[src/mdc_pkg.sv]
// Constants for the metering calibration register bank: word indices,
// field positions, reset values and the read framing of each word.
// Assumes an APB slave where byte address = 4 * word index.
// Behaviour
// - Phase C fundamental active offset: signed 24-bit read/write word, resets zero.
// - Six fundamental reactive gain/offset words for phases A-C, consecutive, zero.
// - Apparent threshold is 48 bits: lower index upper half, next lower half.
// - Active threshold is 48 bits from upper word then lower word.
// - Reactive threshold is 48 bits from upper word then lower word.
// - Three signed no-load thresholds: apparent, active, reactive, consecutive.
// - Signed fundamental power level word, read/write, resets zero.
// - Unsigned high-pass disable word for current channels, resets zero.
// - Signed current-sum mismatch threshold word.
// - Sign-extended words read as 32 bits: top four zero, 27:24 sign.
// - Zero-padded words read as 32 bits with upper eight bits zero.
package mdc_pkg;
   // Word indices as printed
   localparam logic [15:0] IDX_PHC_FA_OS   = 16'h43A2;
   localparam logic [15:0] IDX_PHA_FR_GAIN = 16'h43A3;
   localparam logic [15:0] IDX_PHA_FR_OS   = 16'h43A4;
   localparam logic [15:0] IDX_PHB_FR_GAIN = 16'h43A5;
   localparam logic [15:0] IDX_PHB_FR_OS   = 16'h43A6;
   localparam logic [15:0] IDX_PHC_FR_GAIN = 16'h43A7;
   localparam logic [15:0] IDX_PHC_FR_OS   = 16'h43A8;
   localparam logic [15:0] IDX_APP_THR_HI  = 16'h43A9;
   localparam logic [15:0] IDX_APP_THR_LO  = 16'h43AA;
   localparam logic [15:0] IDX_ACT_THR_HI  = 16'h43AB;
   localparam logic [15:0] IDX_ACT_THR_LO  = 16'h43AC;
   localparam logic [15:0] IDX_REA_THR_HI  = 16'h43AD;
   localparam logic [15:0] IDX_REA_THR_LO  = 16'h43AE;
   localparam logic [15:0] IDX_RSVD_ZERO_A = 16'h43AF;
   localparam logic [15:0] IDX_APP_NOLOAD  = 16'h43B0;
   localparam logic [15:0] IDX_ACT_NOLOAD  = 16'h43B1;
   localparam logic [15:0] IDX_REA_NOLOAD  = 16'h43B2;
   localparam logic [15:0] IDX_FUND_LEVEL  = 16'h43B3;
   localparam logic [15:0] IDX_RSVD_NO_WR  = 16'h43B4;
   localparam logic [15:0] IDX_INTEG_COEF  = 16'h43B5;
   localparam logic [15:0] IDX_HPF_DISABLE = 16'h43B6;
   localparam logic [15:0] IDX_RSVD_ZERO_B = 16'h43B7;
   localparam logic [15:0] IDX_ISUM_LEVEL  = 16'h43B8;
   // Bank extent and word layout
   localparam int          NUM_WORDS  = 23;
   localparam int          WORD_W     = 24;
   localparam int          SIGN_POS   = 23;
   localparam int          ADDR_W     = 18;
   localparam logic [23:0] RESET_WORD = 24'h000000;
   localparam logic [31:0] READ_ZERO  = 32'h00000000;
   localparam logic [3:0]  FRAME_TOP  = 4'h0;
   localparam logic [7:0]  PAD_ZP     = 8'h00;
   // Read framing selectors
   typedef enum logic [1:0] {
      MDC_FR_SE   = 2'h0,
      MDC_FR_ZP   = 2'h1,
      MDC_FR_RSVD = 2'h2
   } mdc_frame_t;
endpackage : mdc_pkg

[src/mdc_regs.sv]
// Calibration and threshold register bank of the metering DSP, reached
// over APB; every word except the three reserved ones also drives an output toward the datapath.
// Assumes an APB master that holds its request until pready is seen.
// Assumes one clock and a synchronous reset; inputs are synchronous.
// Trade-off: a fixed single wait state keeps the handshake simple at
// the price of one extra cycle on every access.
// The datapath that consumes these words lives outside this block.
`timescale 1ns/1ps
`default_nettype none
module mdc_regs #(
   parameter int NWORDS = mdc_pkg::NUM_WORDS
) (
   input  wire logic                    core_clk,
   input  wire logic                    reset,
   // APB slave side
   input  wire logic                    psel,
   input  wire logic                    penable,
   input  wire logic                    pwrite,
   input  wire logic [mdc_pkg::ADDR_W-1:0] paddr,
   input  wire logic [31:0]             pwdata,
   input  wire logic [3:0]              pstrb,
   output logic                         pready,
   output logic [31:0]                  prdata,
   output logic                         pslverr,
   // Calibration words toward the datapath
   output logic [23:0]                  phc_fund_active_offset,
   output logic [23:0]                  pha_fund_reactive_gain,
   output logic [23:0]                  pha_fund_reactive_offset,
   output logic [23:0]                  phb_fund_reactive_gain,
   output logic [23:0]                  phb_fund_reactive_offset,
   output logic [23:0]                  phc_fund_reactive_gain,
   output logic [23:0]                  phc_fund_reactive_offset,
   // 48-bit thresholds, high word first
   output logic [47:0]                  apparent_accum_threshold,
   output logic [47:0]                  active_accum_threshold,
   output logic [47:0]                  reactive_accum_threshold,
   // No-load, level, coefficient, filter and mismatch words
   output logic [23:0]                  apparent_noload_level,
   output logic [23:0]                  active_noload_level,
   output logic [23:0]                  reactive_noload_level,
   output logic [23:0]                  fund_power_level,
   output logic [23:0]                  integrator_coefficient,
   output logic [23:0]                  highpass_disable,
   output logic [23:0]                  current_sum_mismatch_level
);

   // Bus handshake states, one-hot
   // Only two states: idle waits for an access, ack answers once
   typedef enum logic [1:0] {
      MDC_ST_IDLE = 2'b01,
      MDC_ST_ACK  = 2'b10
   } mdc_state_t;

   // All state of the bank in one word
   // Reserved slots stay in the array so the slot is a plain
   // subtraction; their flops are never written.
   typedef struct packed {
      mdc_state_t               state;
      logic                     pready;
      logic                     pslverr;
      logic [31:0]              prdata;
      logic [NWORDS-1:0][23:0]  cfg;
   } mdc_regs_t;

   mdc_regs_t st_reg;
   mdc_regs_t st_next;

   // Address decode results
   logic        word_aligned;
   logic        in_bank;
   logic [15:0] word_idx;
   logic [15:0] rel_idx;
   logic [4:0]  slot;
   mdc_pkg::mdc_frame_t frame;
   logic [23:0] cur_word;
   logic [31:0] read_word;

   // Word index from the byte address
   // Misaligned or out-of-range addresses are flagged here and
   // answered with an error; the slot is then never used to store.
   // The slot is only meaningful while in_bank is high, since the
   // subtraction wraps for indices below the bank.
   always_comb
   begin
      word_idx     = paddr[mdc_pkg::ADDR_W-1:2];
      rel_idx      = word_idx - mdc_pkg::IDX_PHC_FA_OS;
      word_aligned = (paddr[1:0] == 2'h0);
      in_bank      = word_aligned
                     && (word_idx >= mdc_pkg::IDX_PHC_FA_OS)
                     && (word_idx <= mdc_pkg::IDX_ISUM_LEVEL);
      slot         = rel_idx[4:0];
   end

   // Framing of each word on a read
   always_comb
   begin
      case (word_idx)
         mdc_pkg::IDX_APP_THR_HI,
         mdc_pkg::IDX_APP_THR_LO,
         mdc_pkg::IDX_ACT_THR_HI,
         mdc_pkg::IDX_ACT_THR_LO,
         mdc_pkg::IDX_REA_THR_HI,
         mdc_pkg::IDX_REA_THR_LO,
         mdc_pkg::IDX_HPF_DISABLE:
            frame = mdc_pkg::MDC_FR_ZP;
         mdc_pkg::IDX_RSVD_ZERO_A,
         mdc_pkg::IDX_RSVD_NO_WR,
         mdc_pkg::IDX_RSVD_ZERO_B:
            frame = mdc_pkg::MDC_FR_RSVD;
         mdc_pkg::IDX_PHC_FA_OS,
         mdc_pkg::IDX_PHA_FR_GAIN,
         mdc_pkg::IDX_PHA_FR_OS,
         mdc_pkg::IDX_PHB_FR_GAIN,
         mdc_pkg::IDX_PHB_FR_OS,
         mdc_pkg::IDX_PHC_FR_GAIN,
         mdc_pkg::IDX_PHC_FR_OS,
         mdc_pkg::IDX_APP_NOLOAD,
         mdc_pkg::IDX_ACT_NOLOAD,
         mdc_pkg::IDX_REA_NOLOAD,
         mdc_pkg::IDX_FUND_LEVEL,
         mdc_pkg::IDX_INTEG_COEF,
         mdc_pkg::IDX_ISUM_LEVEL:
            frame = mdc_pkg::MDC_FR_SE;
         // Unmapped indices: framing is moot, data is forced to zero
         default:
            frame = mdc_pkg::MDC_FR_SE;
      endcase
   end

   // Read data as it travels on the link
   // Unmapped reads see the reset word so no stale slot leaks out;
   // the error flag tells the host the data is meaningless.
   always_comb
   begin
      cur_word = in_bank ? st_reg.cfg[slot] : mdc_pkg::RESET_WORD;
      case (frame)
         mdc_pkg::MDC_FR_SE:
            read_word = {mdc_pkg::FRAME_TOP,
                         {4{cur_word[mdc_pkg::SIGN_POS]}},
                         cur_word};
         mdc_pkg::MDC_FR_ZP:
            read_word = {mdc_pkg::PAD_ZP, cur_word};
         default:
            read_word = mdc_pkg::READ_ZERO; // Reserved words
      endcase
   end

   // Handshake and register update
   // One wait state: pready rises the cycle after the first access
   // cycle, and the write lands on that same completing edge.
   always_comb
   begin
      st_next = st_reg;
      case (st_reg.state)
         MDC_ST_IDLE:
         begin
            st_next.pready  = 1'b0;
            st_next.pslverr = 1'b0;
            // Take the request on the first access cycle only; the
            // setup cycle alone never starts an answer, so a master
            // that parks psel high causes no stray ready.
            if (psel && penable)
            begin
               st_next.state   = MDC_ST_ACK;
               st_next.pready  = 1'b1;
               st_next.pslverr = !in_bank;
               st_next.prdata  = (!pwrite && in_bank) ? read_word
                                 : mdc_pkg::READ_ZERO;
            end
         end
         MDC_ST_ACK:
         begin
            st_next.state   = MDC_ST_IDLE;
            st_next.pready  = 1'b0;
            st_next.pslverr = 1'b0;
            st_next.prdata  = mdc_pkg::READ_ZERO;
            // The master still holds address, direction and data on
            // this completing edge, so they are safe to use here.
            // Reserved words are never stored, so they stay zero
            // even if a host breaks the keep-zero convention.
            if (pwrite && in_bank
                && (frame != mdc_pkg::MDC_FR_RSVD))
            begin
               // Only the 24 data bits land; framing bits dropped
               // Lane 3 carries only framing, so its strobe is moot;
               // a partial write keeps the untouched lanes.
               if (pstrb[0])
                  st_next.cfg[slot][7:0]   = pwdata[7:0];
               if (pstrb[1])
                  st_next.cfg[slot][15:8]  = pwdata[15:8];
               if (pstrb[2])
                  st_next.cfg[slot][23:16] = pwdata[23:16];
            end
         end
         // Illegal code: fall back to idle without an answer
         default:
         begin
            st_next.state   = MDC_ST_IDLE;
            st_next.pready  = 1'b0;
            st_next.pslverr = 1'b0;
         end
      endcase
   end

   // State register, synchronous reset
   // Every word returns to zero, so a read after reset sees zero
   // until the host writes again.
   always_ff @(posedge core_clk)
   begin
      if (reset)
      begin
         st_reg.state   <= MDC_ST_IDLE;
         st_reg.pready  <= 1'b0;
         st_reg.pslverr <= 1'b0;
         st_reg.prdata  <= mdc_pkg::READ_ZERO;
         for (int i = 0; i < NWORDS; i++)
            st_reg.cfg[i] <= mdc_pkg::RESET_WORD;
      end
      else
      begin
         st_reg <= st_next;
      end
   end

   // Bus outputs straight from flops
   // Read data is zero whenever pready is low
   assign pready  = st_reg.pready;
   assign prdata  = st_reg.prdata;
   assign pslverr = st_reg.pslverr;

   // Slot map: slot = word index - 0x43A2
   // slot  0  0x43A2  phase C fundamental active offset
   // slot  1  0x43A3  phase A fundamental reactive gain
   // slot  2  0x43A4  phase A fundamental reactive offset
   // slot  3  0x43A5  phase B fundamental reactive gain
   // slot  4  0x43A6  phase B fundamental reactive offset
   // slot  5  0x43A7  phase C fundamental reactive gain
   // slot  6  0x43A8  phase C fundamental reactive offset
   // slot  7  0x43A9  apparent threshold, high word
   // slot  8  0x43AA  apparent threshold, low word
   // slot  9  0x43AB  active threshold, high word
   // slot 10  0x43AC  active threshold, low word
   // slot 11  0x43AD  reactive threshold, high word
   // slot 12  0x43AE  reactive threshold, low word
   // slot 13  0x43AF  reserved, keep zero
   // slot 14  0x43B0  apparent no-load level
   // slot 15  0x43B1  active no-load level
   // slot 16  0x43B2  reactive no-load level
   // slot 17  0x43B3  fundamental power level
   // slot 18  0x43B4  reserved, never written
   // slot 19  0x43B5  integrator coefficient
   // slot 20  0x43B6  high-pass disable
   // slot 21  0x43B7  reserved, keep zero
   // slot 22  0x43B8  current-sum mismatch level
   // Reserved slots are never stored, so their flops hold the
   // reset word and synthesis may trim them.

   // Fundamental active and reactive calibration words
   // Slot 0: phase C active offset
   assign phc_fund_active_offset   =
      st_reg.cfg[0];

   // Slot 1: phase A reactive gain
   assign pha_fund_reactive_gain   =
      st_reg.cfg[1];

   // Slot 2: phase A reactive offset
   assign pha_fund_reactive_offset =
      st_reg.cfg[2];

   // Slot 3: phase B reactive gain
   assign phb_fund_reactive_gain   =
      st_reg.cfg[3];

   // Slot 4: phase B reactive offset
   assign phb_fund_reactive_offset =
      st_reg.cfg[4];

   // Slot 5: phase C reactive gain
   assign phc_fund_reactive_gain   =
      st_reg.cfg[5];

   // Slot 6: phase C reactive offset
   assign phc_fund_reactive_offset =
      st_reg.cfg[6];

   // 48-bit thresholds: lower index is the upper half
   // The halves are written one at a time, so the datapath may see
   // a mixed value for one access; hosts write both halves at rest.
   // Slots 7 and 8: apparent threshold
   assign apparent_accum_threshold =
      {st_reg.cfg[7], st_reg.cfg[8]};

   // Slots 9 and 10: active threshold
   assign active_accum_threshold   =
      {st_reg.cfg[9], st_reg.cfg[10]};

   // Slots 11 and 12: reactive threshold
   assign reactive_accum_threshold =
      {st_reg.cfg[11], st_reg.cfg[12]};

   // No-load thresholds, slot 13 is reserved
   // Slot 14: apparent no-load level
   assign apparent_noload_level =
      st_reg.cfg[14];

   // Slot 15: active no-load level
   assign active_noload_level   =
      st_reg.cfg[15];

   // Slot 16: reactive no-load level
   assign reactive_noload_level =
      st_reg.cfg[16];

   // Level, coefficient, filter and mismatch words
   // Slot 17: fundamental power level
   assign fund_power_level           =
      st_reg.cfg[17];

   // Slot 19: stored as written; datapath expects the FF8000 setting
   assign integrator_coefficient     =
      st_reg.cfg[19];

   // Slot 20: high-pass disable, unsigned
   assign highpass_disable           =
      st_reg.cfg[20];

   // Slot 22: current-sum mismatch level
   assign current_sum_mismatch_level =
      st_reg.cfg[22];

   // Limitation: no write protection beyond the reserved slots; a
   // host may load any value into the calibration words.

endmodule : mdc_regs
`default_nettype wire

[config.mk]
export PLATFORM = sky130hd
export DESIGN_NAME = mdc_regs
export DESIGN_NICKNAME = d
export VERILOG_FILES = /design/src/mdc_pkg.sv /design/src/mdc_regs.sv
export SDC_FILE = /design/constraint.sdc
export NUM_CORES = 1
export LEC_CHECK = 0
export BUFFER_PORTS_ARGS = -buffer_cell sky130_fd_sc_hd__buf_2
export CAP_MARGIN = 20
export CELL_PAD_IN_SITES_DETAIL_PLACEMENT = 1
export CELL_PAD_IN_SITES_GLOBAL_PLACEMENT = 2
export CORE_ASPECT_RATIO = 1.4
export CORE_UTILIZATION = 36
export CTS_CLUSTER_SIZE = 16
export DETAILED_ROUTE_END_ITERATION = 10
export GPL_TIMING_DRIVEN = 0
export PLACE_DENSITY_LB_ADDON = 0.1
export SLEW_MARGIN = 10
export SYNTH_ARGS = -nofsm -noshare
export SYNTH_HDL_FRONTEND = slang
export SYNTH_SLANG_ARGS = --single-unit
[constraint.sdc]
create_clock -name core_clk -period 3.85 [get_ports core_clk]
set_input_delay 0.77 -clock core_clk [delete_from_list [all_inputs] [get_ports core_clk]]
set_output_delay 0.77 -clock core_clk [all_outputs]
set_load 0.1 [all_outputs]
==> results.sh, run 1 <==
export IMPL_synth_distinct_cells=71
export IMPL_post_place_cells=5012
export IMPL_grt_pass1_wl_um=224000
export IMPL_r2r_start="st_reg[587]"
export IMPL_cp_arrival_ns=4.40
export IMPL_ctsRootBufferMaster="clkbuf_16"
export IMPL_power_uw=14100
export IMPL_stdcell_area_mm2=0.0391
export IMPL_numCtsBuffers=61
export IMPL_cts_tree="built"
export IMPL_die_h_um=357
export IMPL_area_growth_pct=20.3
export IMPL_yosysSeqAreaShare=0.358
export IMPL_r2r_end="pha_fund_reactive_offset[16]"
export IMPL_antenna_found_initial=8
export IMPL_vias_per_cell=5.53
export IMPL_path_class="in -> reg"
export IMPL_synth_cells=3259
export IMPL_clk_latency_ns=0.68
export IMPL_p_per_area_mw_per_mm2=361
export IMPL_antenna_left=0
export IMPL_synth_simple_area_share=0.166
export IMPL_hpwlAfterDp_um=131000
export IMPL_r2r_cells=5
export IMPL_finalSetupViolations=0
export IMPL_final_cell_mix="buf_2 (606), dfxtp_1 (581), buf_4 (528)"
export IMPL_finalCriticalPeriod_ns=3.80
export IMPL_slew_headroom=0.195
export IMPL_worstPathRequired_ns=4.45
export IMPL_cts_max_path_buffers=3
export IMPL_grt_overflow_total=0
export IMPL_timing_final_ws_setup_ns=0.0497
export IMPL_synth_top_family_by_area="multiplexers"
export IMPL_core_area_mm2=0.0896
export IMPL_synth_edff_count=0
export IMPL_io_pins=573
export IMPL_dieWidth_um=256
export IMPL_drt_first_pass_iters=6
export IMPL_outcome="finished, final reports clean"
export IMPL_clock_sinks=581
export IMPL_pre_cts_slack_ns=-0.943
export IMPL_timing_final_crit_share=0.987
export IMPL_ir_worst_vdd_uv=342
export IMPL_htree_levels=2
export IMPL_synth_fa_ha_area_frac=0.000770
export IMPL_finalWirelength_um=163000
export IMPL_largest_reg_flops=74
export IMPL_setup_worst_path_start="paddr[4]"
export IMPL_drt_iter0_drc=2481
export IMPL_crit_path_end="prdata[0]"
export IMPL_slew_viol_final=0
export IMPL_ys_warn_count=0
export IMPL_grt_pass1_vias=28700
export IMPL_leakagePower_uw=0.0189
export IMPL_grt_max_degree=16
export IMPL_fin_cells=5133
export IMPL_syn_avg_cell_area_um2=9.97
export IMPL_critPathMaxFanout=10
export IMPL_synth_xor_area_frac=0.00139
export IMPL_cap_violations=0
export IMPL_path_clk_slew_ns=0.07
export IMPL_synth_ff_type="dfxtp_1"
export IMPL_avgRoutedWirePerCell_um=31.7
export IMPL_cp_end_kind="register"
export IMPL_cp_start_kind="input port"
export IMPL_synth_compound_area_frac=0.103
export IMPL_clock_skew_ns=0.0300
export IMPL_portBuffers=558
export IMPL_async_flop_share=0
export IMPL_tightest_slew_ns=1.21
export IMPL_min_path_cells=2
export IMPL_placed_area_mm2=0.0368
export IMPL_synth_area_mm2=0.0325
export IMPL_hold_viol_final=0
export IMPL_synth_seq_cells=581
export IMPL_final_common_cell="buf_2"
export IMPL_drive_gt1_frac=0.371
export IMPL_drc_errors=0
export IMPL_final_core_util=0.436
export IMPL_die_area_mm2=0.0914
export IMPL_vias=28400
export IMPL_place_gp_congestion=0.999
export IMPL_hp_class="reg -> reg"
export IMPL_fin_nets=3950
export IMPL_placementRows=130
export IMPL_r2r_slack_ns=0.61
export IMPL_synthMuxAreaShare=0.212
export IMPL_post_cts_buffers=0
export IMPL_start_util=0.362
export IMPL_grt_usage=0.347
export IMPL_rsz0062_at_grt="false"
export IMPL_fmax_mhz=263
## per-stage QoR
stage	setup TNS (ns)	hold WS, ns
2_1_floorplan	0	0.426
3_3_place_gp	-127.35	0.441
3_5_place_dp	-106.88	0.449
4_1_cts	-0.955	0.423
5_1_grt	0	0.462
6_report	0	0.464
## routing by layer
metal,vias to the layer above,global-route usage,part of all wire
li1,12400,-,-
met1,14400,0.425,0.41
met2,1219,0.589,0.48
met3,344,0.0523,0.056
met4,2,0.181,0.057
met5,-,0,0.000068
## layout make-up
| type | instances | area, um2 |
|---|---|---|
| multi-input cells | 1876 | 15700 |
| repair buffers | 564 | 2860 |
| clock buffers | 85 | 1730 |
| clock inverters | 30 | 435 |
| inverters | 5 | 22.5 |
| well taps | 1188 | 1490 |
| flip-flops and latches | 581 | 11600 |
| plain buffers | 800 | 5150 |
| fillers | 10300 | 50600 |
| diodes | 4 | 10.0 |
## repair_timing
action | CTS | global route
pin swaps | 0 | 1
setup endpoints to repair | 33 | 70
hold buffers | 0 | 0
resized for setup | 2 | 15
## critical path, cell delays in order
cell,delay (ns)
buf_2,0.15
buf_2,0.31
inv_1,0.16
ha_1,0.35
clkbuf_4,0.36
clkbuf_4,0.48
buf_1,0.81
nor2_1,0.12
nor2_1,0.29
o221ai_1,0.32
o21ai_0,0.24
## worst min-delay path by stage
stage,from,to,slack [ns]
after global placement,prdata[0],prdata[0],0.44
after detailed placement,prdata[23],prdata[23],0.45
final,prdata[23],prdata[23],0.46
after CTS,pwdata[23],fund_power_level[23],0.42
after global routing,pwdata[23],fund_power_level[23],0.46
after floorplan,prdata[0],prdata[0],0.43
## cell families after synthesis
kind of cell    Yosys count
simple gates            812
buf+inv                 805
flops                   581
mux                     567
compound gates          488
xor+xnor                  3
fa+ha+maj                 2
other cells               1
## power by group
part           internal (uW)  switching [uW]  total (uW)
clock network           3860            2780        6640
logic                    341            1090        1430
registers               6010            1.10        6010
total                  10200            3870       14100
## cell usage after synthesis (4+ instances only)
cell       number  area, um2
o21ai_0        35        175
a22oi_1        20        150
o31a_1          5       43.8
nor2_1         59        221
nand3_2        11        110
a21oi_1       159        796
a221oi_1        4       35.0
mux2_2         24        270
o2111ai_1       6       52.6
nand4_1       128        801
dfxtp_1       581      11600
buf_6          12        135
o31ai_1       155       1160
a32o_1         10        100
o41ai_1         6       52.6
nand2b_1      436       2730
a2bb2oi_1       5       43.8
nand4_2         9        113
nand3_4         6        105
buf_1          35        131
nand2_1        57        214
nand4_4        25        532
inv_1           4       15.0
o22ai_1        31        194
buf_2          50        250
clkbuf_1      177        664
buf_4         526       3950
o211ai_1        7       52.6
mux4_2         95       2140
and2_1          5       31.3
mux2i_1       448       4480
and3_1          8       50.1
nor3_1         12       60.1
o22a_1         15        131
nand3_1        29        145
Power figures use the tool's default switching activity.
==> inputs of run 2 (changes only) <==
Settings changed: SETUP_SLACK_MARGIN set to 0.15.
==> results.sh, run 2 (synthesis gave the netlist of run 1 again) <==
export IMPL_grt_max_degree=16
export IMPL_place_gp_congestion=0.999
export IMPL_finalWirelength_um=163000
export IMPL_leakagePower_uw=0.0189
export IMPL_grt_pass1_vias=28700
export IMPL_drt_iter0_drc=2482
export IMPL_tightest_slew_ns=1.20
export IMPL_clk_latency_ns=0.68
export IMPL_cp_end_kind="register"
export IMPL_start_util=0.362
export IMPL_r2r_cells=5
export IMPL_largest_reg_flops=74
export IMPL_antenna_left=0
export IMPL_ir_worst_vdd_uv=342
export IMPL_drt_first_pass_iters=6
export IMPL_grt_usage=0.347
export IMPL_outcome="finished, final reports clean"
export IMPL_antenna_found_initial=8
export IMPL_rsz0062_at_grt="true"
export IMPL_pre_cts_slack_ns=-0.943
export IMPL_r2r_end="pha_fund_reactive_offset[16]"
export IMPL_max_stage_delay_ns=0.48
export IMPL_r2r_start="st_reg[587]"
export IMPL_vias=28500
export IMPL_timing_final_crit_share=0.986
export IMPL_timing_critical_path_mode_cell="clkbuf_4"
export IMPL_core_area_mm2=0.0896
export IMPL_r2r_slack_ns=0.60
export IMPL_worstPathRequired_ns=4.45
export IMPL_cts_max_path_buffers=3
export IMPL_final_cell_mix="buf_2 (606), dfxtp_1 (581), buf_4 (529)"
export IMPL_timing_final_ws_setup_ns=0.0538
export IMPL_vias_per_cell=5.55
export IMPL_path_cells="buf_2, buf_2, inv_1, ha_1, clkbuf_4, clkbuf_4, clkbuf_4, a221oi_1, o31ai_2, o221ai_1, o21ai_0"
export IMPL_hold_viol_final=0
export IMPL_setup_worst_path_start="paddr[4]"
export IMPL_portBuffers=558
export IMPL_final_core_util=0.436
export IMPL_cts_tree="built"
export IMPL_cp_start_kind="input port"
export IMPL_numCtsBuffers=61
export IMPL_grt_pass1_wl_um=224000
export IMPL_drc_errors=0
export IMPL_crit_path_end="prdata[0]"
export IMPL_hold_start="psel"
export IMPL_final_common_cell="buf_2"
export IMPL_drive_gt1_frac=0.373
export IMPL_crit_path_top_delay_cell="clkbuf_4"
export IMPL_ctsRootBufferMaster="clkbuf_16"
export IMPL_area_growth_pct=20.4
export IMPL_path_clk_slew_ns=0.06
export IMPL_placed_area_mm2=0.0368
export IMPL_stdcell_area_mm2=0.0391
export IMPL_fillCellCount=10300
export IMPL_finalSetupViolations=0
export IMPL_cp_arrival_ns=4.39
export IMPL_fin_nets=3951
export IMPL_cap_violations=0
export IMPL_slew_viol_final=0
export IMPL_grt_overflow_total=0
export IMPL_clock_sinks=581
export IMPL_crit_buf_inv=6
export IMPL_hp_class="in -> reg"
export IMPL_p_per_area_mw_per_mm2=360
export IMPL_critPathMaxFanout=11
export IMPL_dieWidth_um=256
export IMPL_min_path_cells=3
export IMPL_hpwlAfterDp_um=131000
export IMPL_path_class="in -> reg"
export IMPL_io_pins=573
export IMPL_clock_skew_ns=0.0283
export IMPL_fmax_mhz=263
export IMPL_die_area_mm2=0.0914
export IMPL_slew_headroom=0.197
export IMPL_die_h_um=357
export IMPL_placementRows=130
export IMPL_timing_hold_ws_ns=0.457
export IMPL_htree_levels=2
export IMPL_power_uw=14100
export IMPL_avgRoutedWirePerCell_um=31.8
export IMPL_crit_family="buffers and inverters"
export IMPL_cp_depth=11
export IMPL_finalCriticalPeriod_ns=3.80
run 2: cell count changes in the layout (fill, tap and decap cells not counted), sizes merged:
cell           delta
clkdlybuf4s15     +1
run 2: area by class of cell:
cell class / instances / area, um2 / area share
multi-input combinational: 1876 / 15800 / 0.403
sequential: 581 / 11600 / 0.298
buffer: 800 / 5160 / 0.132
timing repair buffer: 565 / 2860 / 0.0733
clock buffer: 85 / 1730 / 0.0442
tap: 1188 / 1490 / 0.0380
clock inverter: 30 / 435 / 0.0111
inverter: 5 / 22.5 / 0.000576
antenna: 4 / 10.0 / 0.000256
run 2: worst min-delay path by stage:
stage | end | slack (ns)
finish | pready | 0.46
global route | fund_power_level[23] | 0.46
CTS | fund_power_level[23] | 0.42
detailed placement | prdata[23] | 0.45
global placement | prdata[0] | 0.44
floorplan | prdata[0] | 0.43
run 2: what timing repair did:
action                     4_1_cts  5_1_grt
pin swaps                        0        3
resized for setup                2       26
setup endpoints to repair       42      148
setup buffers                    0        1
hold buffers                     0        0
run 2: worst register-to-register path, stage by stage, from the launching register on:
cell     delay (ns)
dfxtp_1        0.31
nor2b_1        0.42
nand3_1        0.56
nor3_2         0.97
nand4_2        0.59
mux2i_1        0.34
run 2: stage by stage:
step	TNS, ns	std cells
6_report	0	5134
5_1_grt	0	5130
4_1_cts	-0.955	5127
3_5_place_dp	-106.88	5012
3_3_place_gp	-127.35	5008
2_1_floorplan	0	3262
run 2: routing by layer:
metal,vias up,global-route usage,share of wire,routed length [um]
met3,353,0.0523,0.060,9770
li1,12400,-,-,-
met4,2,0.181,0.056,9130
met2,1261,0.589,0.48,78300
met5,-,0,0.000067,11
met1,14500,0.425,0.40,65900
run 2: power by group:
part           internal, uW  total [uW]  leakage, uW  switching (uW)
Combinational           342        1430       0.0132            1090
Sequential             6010        6010      0.00468            1.10
Clock                  3860        6640      0.00107            2780
Total                 10200       14100       0.0189            3870
